--- src/rst_seq_pkg.sv ---
// constants and types shared by the reset pin sequencer
package rst_seq_pkg;
    localparam int unsigned CNT_W            = 10;
    localparam int unsigned STRETCH_CYCLES   = 512;
    localparam int unsigned RELEASE_CYCLES   = 10;
    localparam int unsigned FIRST_BUS_CYCLES = 10;
    localparam int unsigned MIN_LOW_CYCLES   = 4;
    localparam int unsigned BUS_MON_CYCLES   = 64;
    localparam logic        PIN_SYNC_RESET   = 1'b1;

    typedef enum logic [6:0] {
        ST_IDLE     = 7'h01,
        ST_POSTPONE = 7'h02,
        ST_EXT_WAIT = 7'h04,
        ST_DRIVE    = 7'h08,
        ST_RELEASE  = 7'h10,
        ST_MODE_SEL = 7'h20,
        ST_BUS_WAIT = 7'h40
    } seq_state_e;
endpackage

--- src/phase_cnt_if.sv ---
// carrier between the sequencer and its phase counter
`timescale 1ns/1ps
interface phase_cnt_if #(parameter int unsigned W = rst_seq_pkg::CNT_W);
    logic         clear;
    logic         enable;
    logic [W-1:0] count;
    modport ctrl (output clear, output enable, input count);
    modport cnt  (input clear, input enable, output count);
endinterface

--- src/phase_counter.sv ---
// phase cycle counter, restarted at the start of every phase except the first-bus wait
`timescale 1ns/1ps
module phase_counter #(
    parameter int unsigned W = rst_seq_pkg::CNT_W
) (
    input  wire logic sys_clk,  // system clock
    input  wire logic rst_n,    // async reset, active low
    phase_cnt_if.cnt  pc        // clear, enable and count
);
    typedef struct packed {
        logic [W-1:0] count;
    } cnt_state_s;

    cnt_state_s st_reg;
    cnt_state_s st_next;

    always_comb begin
        st_next = st_reg;
        if (pc.clear) begin
            st_next.count = '0;
        end else if (pc.enable) begin
            st_next.count = W'(st_reg.count + 1'b1);
        end
    end

    always_ff @(posedge sys_clk or negedge rst_n) begin
        if (!rst_n) begin
            st_reg <= '0;
        end else begin
            st_reg <= st_next;
        end
    end

    assign pc.count = st_reg.count;
endmodule // phase_counter

--- src/reset_pin_sequencer.sv ---
// reset pin sequencer: stretch, release, retest and hand-over to start-up
// What this block does
// - postpone the pin drive until bus cycle ends or monitor timeout; reset_active rises at once
// - latch a long enough external request
// - drive 512 cycles after external release
// - internal reset drives pin 512 cycles minimum
// - keep driving while internal request persists
// - release pin ten cycles before sampling
// - pin high at test starts exception processing
// - pin low at test repeats drive/release
// - integration pins inactive while reset active
// - mode selection first, then exception processing
// - outputs function only after reset release
// - module pins default to input ports
// - port pins go high-impedance after reset
// - first bus cycle ten cycles after release
// - reset cause updated at reset release, once the pin tests high
`timescale 1ns/1ps
module reset_pin_sequencer #(
    parameter int unsigned MIN_LOW = rst_seq_pkg::MIN_LOW_CYCLES, // least external low
    parameter int unsigned BUS_MON = rst_seq_pkg::BUS_MON_CYCLES  // bus monitor timeout
) (
    input  wire logic sys_clk,           // 20 MHz clock, one output-clock cycle each
    input  wire logic rst_n,             // async reset, active low
    input  wire logic reset_pin_in,      // level read from the reset pin
    output logic      reset_pin_out,     // pin drive value, always low
    output logic      reset_pin_oe,      // high while this block pulls the pin low
    input  wire logic internal_req,      // internal reset request, same clock
    input  wire logic bus_cycle_end,     // current bus cycle finished or bus idle
    output logic      reset_active,      // system in reset
    output logic      pins_inactive,     // integration pins to inactive / high-z
    output logic      port_defaults,     // module pins to input ports, dirs cleared
    output logic      outputs_enable,    // output pins may run their function
    output logic      mode_select,       // one-cycle strobe: sample mode pins
    output logic      exception_start,   // one-cycle strobe: begin reset exception
    output logic      first_bus_cycle,   // one-cycle strobe: first bus cycle may start
    output logic      cause_update,      // one-cycle strobe: cause bits updated
    output logic      cause_external,    // last reset had an external source
    output logic      cause_internal     // last reset had an internal source
);
    ////////////////////////////////////////////////////////////////////////////////
    typedef struct packed {
        rst_seq_pkg::seq_state_e state;
        logic [2:0]  pin_sync;
        logic        pin_level;
        logic [15:0] low_cnt;
        logic [15:0] mon_cnt;
        logic        ext_latch;
        logic        int_seen;
        logic        cause_ext;
        logic        cause_int;
        logic        cause_strobe;
        logic        except_strobe;
        logic        bus_strobe;
    } seq_s;

    seq_s st_reg;
    seq_s st_next;

    phase_cnt_if #(.W(rst_seq_pkg::CNT_W)) pc ();

    phase_counter #(.W(rst_seq_pkg::CNT_W)) u_phase_counter (
        .sys_clk (sys_clk),
        .rst_n   (rst_n),
        .pc      (pc.cnt)
    );

    localparam logic [rst_seq_pkg::CNT_W-1:0] STRETCH_LAST =
        rst_seq_pkg::CNT_W'(rst_seq_pkg::STRETCH_CYCLES - 1);
    localparam logic [rst_seq_pkg::CNT_W-1:0] RELEASE_LAST =
        rst_seq_pkg::CNT_W'(rst_seq_pkg::RELEASE_CYCLES - 1);
    localparam logic [rst_seq_pkg::CNT_W-1:0] BUS_LAST =
        rst_seq_pkg::CNT_W'(rst_seq_pkg::FIRST_BUS_CYCLES - 1);
    localparam logic [15:0] MIN_LOW_LAST = 16'(MIN_LOW - 1);
    localparam logic [15:0] BUS_MON_LAST = 16'(BUS_MON - 1);

    logic enter_phase;

    ////////////////////////////////////////////////////////////////////////////////
    always_comb begin
        st_next = st_reg;
        st_next.cause_strobe  = 1'b0;
        st_next.except_strobe = 1'b0;
        st_next.bus_strobe    = 1'b0;
        pc.enable = 1'b0;

        // three stages; a change counts once stages two and three agree
        st_next.pin_sync = {st_reg.pin_sync[1:0], reset_pin_in};
        if (st_reg.pin_sync[1] == st_reg.pin_sync[2]) begin
            st_next.pin_level = st_reg.pin_sync[2];
        end

        // a short glitch on the pin never reaches the latch
        if (st_reg.pin_level || st_reg.state != rst_seq_pkg::ST_IDLE) begin
            st_next.low_cnt = '0;
        end else if (st_reg.low_cnt != MIN_LOW_LAST) begin
            st_next.low_cnt = 16'(st_reg.low_cnt + 1'b1);
        end

        if (internal_req) begin
            st_next.int_seen = 1'b1;
        end

        case (st_reg.state)
            rst_seq_pkg::ST_IDLE: begin
                st_next.mon_cnt = '0;
                if (!st_reg.pin_level && st_reg.low_cnt == MIN_LOW_LAST) begin
                    st_next.ext_latch = 1'b1;
                    st_next.state     = rst_seq_pkg::ST_POSTPONE;
                end else if (internal_req) begin
                    st_next.state = rst_seq_pkg::ST_POSTPONE;
                end
            end
            rst_seq_pkg::ST_POSTPONE: begin
                // lets a write in flight finish; the monitor bounds the wait
                st_next.mon_cnt = 16'(st_reg.mon_cnt + 1'b1);
                if (bus_cycle_end || st_reg.mon_cnt == BUS_MON_LAST) begin
                    st_next.state = st_reg.ext_latch ? rst_seq_pkg::ST_EXT_WAIT
                                                     : rst_seq_pkg::ST_DRIVE;
                end
            end
            rst_seq_pkg::ST_EXT_WAIT: begin
                if (st_reg.pin_level) begin
                    st_next.state = rst_seq_pkg::ST_DRIVE;
                end
            end
            rst_seq_pkg::ST_DRIVE: begin
                pc.enable = (pc.count != STRETCH_LAST);
                if (pc.count == STRETCH_LAST && !internal_req) begin
                    st_next.state = rst_seq_pkg::ST_RELEASE;
                end
            end
            rst_seq_pkg::ST_RELEASE: begin
                pc.enable = 1'b1;
                if (pc.count == RELEASE_LAST) begin
                    if (st_reg.pin_level) begin
                        st_next.state        = rst_seq_pkg::ST_MODE_SEL;
                        st_next.cause_ext    = st_reg.ext_latch;
                        st_next.cause_int    = st_reg.int_seen;
                        st_next.cause_strobe = 1'b1;
                        st_next.ext_latch    = 1'b0;
                        st_next.int_seen     = internal_req;
                    end else begin
                        st_next.state = rst_seq_pkg::ST_DRIVE;
                    end
                end
            end
            rst_seq_pkg::ST_MODE_SEL: begin
                pc.enable             = 1'b1;
                st_next.except_strobe = 1'b1;
                st_next.state         = rst_seq_pkg::ST_BUS_WAIT;
            end
            rst_seq_pkg::ST_BUS_WAIT: begin
                pc.enable = 1'b1;
                if (pc.count == BUS_LAST) begin
                    st_next.bus_strobe = 1'b1;
                    st_next.state      = rst_seq_pkg::ST_IDLE;
                end
            end
            default: begin
                st_next.state = rst_seq_pkg::ST_DRIVE;
            end
        endcase

        // first-bus wait runs on from the restart at mode select, so the bus
        // strobe lands ten cycles after the mode select strobe
        enter_phase = (st_next.state != st_reg.state) &&
                      (st_next.state != rst_seq_pkg::ST_BUS_WAIT);
        pc.clear = enter_phase;
    end

    always_ff @(posedge sys_clk or negedge rst_n) begin
        if (!rst_n) begin
            st_reg               <= '0;
            st_reg.state         <= rst_seq_pkg::ST_DRIVE;
            st_reg.pin_sync      <= {3{rst_seq_pkg::PIN_SYNC_RESET}};
            st_reg.pin_level     <= rst_seq_pkg::PIN_SYNC_RESET;
        end else begin
            st_reg <= st_next;
        end
    end

    ////////////////////////////////////////////////////////////////////////////////
    logic in_reset;
    assign in_reset = (st_reg.state != rst_seq_pkg::ST_IDLE) &&
                      (st_reg.state != rst_seq_pkg::ST_MODE_SEL) &&
                      (st_reg.state != rst_seq_pkg::ST_BUS_WAIT);

    assign reset_pin_out   = 1'b0;
    assign reset_pin_oe    = (st_reg.state == rst_seq_pkg::ST_DRIVE);
    assign reset_active    = in_reset;
    assign pins_inactive   = in_reset;
    assign port_defaults   = in_reset;
    assign outputs_enable  = !in_reset;
    assign mode_select     = (st_reg.state == rst_seq_pkg::ST_MODE_SEL);
    assign exception_start = st_reg.except_strobe;
    assign first_bus_cycle = st_reg.bus_strobe;
    assign cause_update    = st_reg.cause_strobe;
    assign cause_external  = st_reg.cause_ext;
    assign cause_internal  = st_reg.cause_int;
endmodule // reset_pin_sequencer

--- config.mk ---
export PLATFORM = sky130hd
export DESIGN_NAME = reset_pin_sequencer
export DESIGN_NICKNAME = d
export VERILOG_FILES = /design/src/rst_seq_pkg.sv /design/src/phase_cnt_if.sv /design/src/phase_counter.sv /design/src/reset_pin_sequencer.sv
export SDC_FILE = /design/constraint.sdc
export NUM_CORES = 1
export LEC_CHECK = 0
export BUFFER_PORTS_ARGS = -buffer_cell sky130_fd_sc_hd__buf_4
export CORE_ASPECT_RATIO = 2
export CORE_MARGIN = 5
export CORE_UTILIZATION = 65
export CTS_CLUSTER_DIAMETER = 80
export DETAILED_ROUTE_END_ITERATION = 8
export HOLD_SLACK_MARGIN = 0.1
export PLACE_DENSITY = 0.91
export SLEW_MARGIN = 5
export SYNTH_ARGS = -nofsm -noshare
export SYNTH_HDL_FRONTEND = slang
export SYNTH_SLANG_ARGS = --single-unit
--- constraint.sdc ---
create_clock -name sys_clk -period 6.1 [get_ports sys_clk]
set_input_delay 1.525 -clock sys_clk [delete_from_list [all_inputs] [get_ports sys_clk]]
set_output_delay 1.525 -clock sys_clk [all_outputs]
set_load 0.01 [all_outputs]
=== Word-level counts from Yosys, hierarchy flattened ===
Index checks and enable logic that the tools add are counted.

* Register bits: 60
* Input port bits: 5
* Logic and storage cells: 80

* Reductions and logical operators: 17
* $add $sub $neg: 3
* Mux-type cells: 25
* Equality and inequality tests: 22

{| class="wikitable"
|+ Operators by type and width
! operator !! count
|-
| $mux 7 || 7
|-
| $pmux 7 s7 || 1
|-
| $add 16x1->16 const B || 2
|-
| $mux 16 || 2
|-
| $pmux 16 s2 || 1
|-
| $mux 10 || 2
|-
| $eq 16x2->1 const B || 1
|-
| $eq 16x6->1 const B || 1
|-
| $ne 16x2->1 const B || 1
|-
| $ne 7x7->1 const B || 2
|-
| $add 10x1->10 const B || 1
|-
| $eq 10x4->1 const B || 1
|-
| $eq 10x9->1 const B || 1
|-
| $mux 5 || 2
|-
| $ne 10x9->1 const B || 1
|-
| $mux 4 || 2
|-
| $reduce_bool 2->1 || 4
|-
| $eq 7x1->1 const B || 1
|-
| $eq 7x2->1 const B || 1
|-
| $eq 7x3->1 const B || 1
|-
| $eq 7x4->1 const B || 1
|-
| $eq 7x5->1 const B || 1
|-
| $eq 7x6->1 const B || 1
|-
| $eq 7x7->1 const B || 1
|-
| 14 further kinds || 28
|}

=== Depth between registers and ports, before layout ===
* Word-level depth: 7
* Depth in mapped cells: 7

=== By module ===
Synthesis repeated with hierarchy kept, for this count alone.

* Cell total of the unflattened synthesis: 324
* Area total of the unflattened synthesis: 3,090.5 µm²

{| class="wikitable"
|+ Modules (own cells, without submodules)
! module !! times used !! area each (µm²) !! sequential area each (µm²) !! cells an instance
|-
| reset_pin_sequencer || 1 || 2,595.0 || 1,257.5 || 277
|-
| phase_counter || 1 || 495.5 || 250.2 || 47
|}

=== Least setup slack after synthesis ===
No wires, ideal clock.

* Path kind: register to output
* Start point: register st_reg[43] (netlist name)
* End point: output port_defaults
* Data arrival time: 1.818 ns
* Cell stages (with the launch flop): 7
* Slack: 2.757 ns
* Path through: dfrtp_1 -> clkbuf_1 -> nor4_4 -> nand2b_1 -> o21ai_0 -> inv_1 -> buf_4

* Longest elaborated chain between the ends: 3

{| class="wikitable"
|+ RTL lines
! item !! line !! text
|-
| start, declared || reset_pin_sequencer.sv:57 || <nowiki>seq_s st_reg;</nowiki>
|-
| start signal, assigned || reset_pin_sequencer.sv:179 || <nowiki>st_reg <= st_next;</nowiki>
|-
| $ne 7x1->1 or $ne 7x6->1 (tied branches) || reset_pin_sequencer.sv:185, reset_pin_sequencer.sv:186 ||
|-
| $logic_and 1x1->1 || reset_pin_sequencer.sv:185 || <nowiki>assign in_reset = (st_reg.state != rst_seq_pkg::ST_IDLE) &&</nowiki>
|-
| $logic_and 1x1->1 * || reset_pin_sequencer.sv:186 || <nowiki>(st_reg.state != rst_seq_pkg::ST_MODE_SEL) &&</nowiki>
|-
| end, declared || reset_pin_sequencer.sv:32 || <nowiki>output logic port_defaults,</nowiki>
|}

Mark *: on every way between the ends. The rest lies on a longest branch, timed or not.

=== Worst setup path in the final report ===
* Start point: register st_reg[47] (netlist name)
* End point: output port_defaults

The elaborated chain is that of the path after synthesis.

==> out/qor.csv <==
stage,metric,value,unit
outcome,status,"finished, final reports clean",
pwr,p_sw_share,21.3,%
placed_design,gp_congestion,0.898,
pwr,p_leak,1.46,nW
global_route,grt_max_degree,61,
detailed_routing,routedWlPerCell,17.8,um
floorplan,initial_core_util,66.3,%
detailed_routing,drc,0,
cells_and_area,area_growth,9.43,%
worst_setup_path,endpoint_kind,output pin,
clock_network,cts_tree,built,
timing,final.setup.tns,0,ns
yosys,netlist.area_leader.share,42.7,%
yosys,syn-num-nets,342,
timing,tightest_slew,0.752,ns
clock_network,cts_setup_buffers,0,
yosys,synth.area.mux_share,0.970,%
yosys,yosys_warnings,0,
timing,setup_viol,0,
clock_network,ctsResizeCount,0,
clock_network,cts-root-buf,clkbuf_8,
worst_setup_path,cp.required,4.58,ns
timing,hold_viol,0,
pwr,powerDensity,220,nW/um2
detailed_routing,drt_iter0_markers,181,
cells_and_area,largest_reg_flops,43,
cells_and_area,fill_cells,359,
run,maxCapViolCount,0,
detailed_routing,vias_per_cell,6.76,
clock_network,insertion_delay,0.35,ns
timing,skew,0.0126,ns
worst_setup_path,cp_data_arrival_time,2.50,ns
global_route,grt_pass1_wl,12600,um
yosys,yosys.area_share.simple,24.9,%
global_route,grt_pass1_vias,2719,
hold_path,hp-class,flop to flop,
yosys,synth-seq-area-share,46.8,%
yosys,synthesis.area,3220,um2
yosys,synth-compound-area-share,17.9,%
clock_network,cts_buffers,9,
floorplan,die_area,6550,um2
global_route,gr-total-overflow,0,
clock_network,holdBufCountCts,0,
timing,fin_crit_sh,65.9,%
worst_setup_path,cp_cell_sequence,"nor4_4, nand3_1, o21ai_0, inv_1, buf_4",
floorplan,std_cell_rows,36,
timing,fmax,249,MHz
worst_setup_path,crit_slowest_cell,nand3_1,
timing,maxSlewViolCount,0,
clock_network,clock_sinks,60,
pwr,vdd_ir_drop_max,257,uV
floorplan,core_area,4860,um2
detailed_routing,detail-route-antenna-nets,0,
worst_setup_path,path_class,flop to output pin,
global_route,grt_antenna_before_repair,0,
yosys,synth.distinct_cells,56,
worst_setup_path,cp_slowest_stage_delay,0.61,ns
pwr,seqPwrFrac,51.9,%
yosys,ys_ff_latch,60,
floorplan,die_h,110,um
worst_setup_path,critPathMaxFanout,15,
yosys,synth_flop_cell,dfrtp_1,
yosys,synthAdderAreaFrac,1.86,%
clock_network,htreeDepth,3,
yosys,avgSynthCellArea,9.68,um2
yosys,synthXorXnorAreaFrac,3.80,%
worst_setup_path,crit_path_start_kind,flop,
global_route,grt_usage,25.5,%
clock_network,clk_path_buf_depth,2,
floorplan,die_w,59.8,um
yosys,synthArstFlopShare,100,%
yosys,synth_area_leaders,"dfrtp_1 43%, dfstp_2 4.1%, nand3_1 3.9%",
pwr,clkPwrFrac,46.6,%
cells_and_area,drive_gt1_share,14.9,%
yosys,synth.largest_area_cell,dfrtp_1,
cells_and_area,diodes,0,
timing,hold_slack,0.355,ns
timing,setup_ws,2.08,ns
pwr,pwr-share-comb,1.5,%
timing,rsz0062_at_grt,false,
placed_design,io_buffer_count,15,
placed_design,place_hpwl,4880,um
pwr,power.switching,0.000165,W
yosys,synth_top_family_by_area,simple AND/OR/NAND/NOR gates,
clock_network,cts.reportedPaths.clkPinSlew,0.07,ns
timing,slew_headroom,49.9,%
detailed_routing,dr_total_vias,2739,
yosys,syn_inst,333,
cells_and_area,fin_nets,352,
placed_design,place_ws,2.47,ns
detailed_routing,drt_wl_total,7230,um
yosys,synth_edf_count,0,
pwr,internal_power,0.000612,W
timing,fin_crit,4.02,ns
detailed_routing,drt_first_pass_iters,5,
floorplan,io_pins,17,
-- power by group through the flow --
stage	sequential [W]	combinational [W]	clock, W
3_5_place_dp	0.000410	0.0000123	0
5_1_grt	0.000403	0.0000137	0.000387
4_1_cts	0.000403	0.0000123	0.000372
2_1_floorplan	0.000410	0.00000232	0
3_3_place_gp	0.000410	0.0000120	0
6_report	0.000403	0.0000117	0.000362
-- synth_stat cells, types with 7 or more instances --
| master | n |
|---|---|
| a21oi_1 | 12 |
| dfrtp_1 | 55 |
| or3_1 | 8 |
| and3_1 | 9 |
| nor2_1 | 30 |
| nand3_1 | 25 |
| clkbuf_1 | 10 |
| nand2_1 | 19 |
| xor2_1 | 10 |
| inv_1 | 10 |
| nand4_1 | 9 |
| nor4_1 | 8 |
| o21ai_0 | 22 |
| a22oi_1 | 7 |
-- final cells by class --
type / count / area [um2] / share of cell area (%)
Clock buffer: 11 / 151 / 4.29
Tap cell: 57 / 71.3 / 2.02
Multi-Input combinational cell: 247 / 1600 / 45.3
Clock inverter: 5 / 50.0 / 1.42
Inverter: 10 / 37.5 / 1.06
Sequential cell: 60 / 1510 / 42.7
Timing Repair Buffer: 15 / 113 / 3.19
-- worst max-delay path: cells and delay by family (launching register included) --
kind            cells  cell delay [ns]
simple gates        2             1.07
flops               1             0.50
compound gates      1             0.31
buf+inv             2             0.27
-- kinds of logic (layout without fill, tap and decap cells) --
logic type      count (synthesis)  count (layout)
other cells                     1               1
mux                             3               3
compound gates                 81              81
simple gates                  143             143
flops                          60              60
fa+ha+maj                       5               5
xor+xnor                       14              14
buf+inv                        26              41
-- cell usage in the layout, fill, tap and decap left out, types with 3 or more instances in the layout --
| cell type | count |
|---|---|
| ha_1 | 4 |
| inv_1 | 10 |
| a22oi_1 | 7 |
| and3_1 | 9 |
| clkinv_2 | 4 |
| clkbuf_8 | 11 |
| nand4b_1 | 3 |
| nor2b_1 | 3 |
| o211ai_2 | 4 |
| nor3_1 | 6 |
| o31ai_1 | 6 |
| nand3_1 | 25 |
| nand2b_1 | 5 |
| o211ai_1 | 6 |
| a21oi_1 | 12 |
| xor2_1 | 10 |
| nor2_1 | 30 |
| dfrtp_1 | 55 |
| nand2_1 | 19 |
| dfstp_2 | 5 |
| or4_1 | 4 |
| o21ai_0 | 22 |
| nor4_1 | 8 |
| o22ai_1 | 5 |
| xnor2_1 | 4 |
| o31ai_2 | 4 |
| or3_1 | 8 |
| buf_4 | 15 |
| nand4_1 | 9 |
-- routing by layer --
layer,vias to the layer above,global-route usage (%),part of all wire [%]
met5,-,0,0
met4,0,13.6,3.4
met3,19,5.05,4.4
met2,112,43.7,55
met1,1345,28.7,37
li1,1263,-,-
-- stage by stage --
| stage | instances | instance area [um2] | total power (W) | utilization (%) |
|---|---|---|---|---|
| finish | 405 | 3530 | 0.000777 | 72.5 |
| detailed placement | 389 | 3330 | 0.000423 | 68.4 |
| global route | 405 | 3530 | 0.000804 | 72.5 |
| global placement | 389 | 3330 | 0.000422 | 68.4 |
| floorplan | 333 | 3220 | 0.000412 | - |
| CTS | 405 | 3530 | 0.000787 | 72.5 |
-- final timing paths --
check / slack [ns] / cells past startpoint / to / from
max in group asynchronous: 4.36 / 1 / cause_external / rst_n
min in group asynchronous: 1.25 / 1 / st_reg[10] / rst_n
max reg2reg: 3.84 / 5 / st_reg[18] / st_reg[47]
max: 2.08 / 5 / port_defaults / st_reg[47]
min reg2reg: 0.36 / 0 / st_next[42] / st_next[41]
min: 0.36 / 0 / st_next[42] / st_next[41]
(Power assumes the default switching activity.)
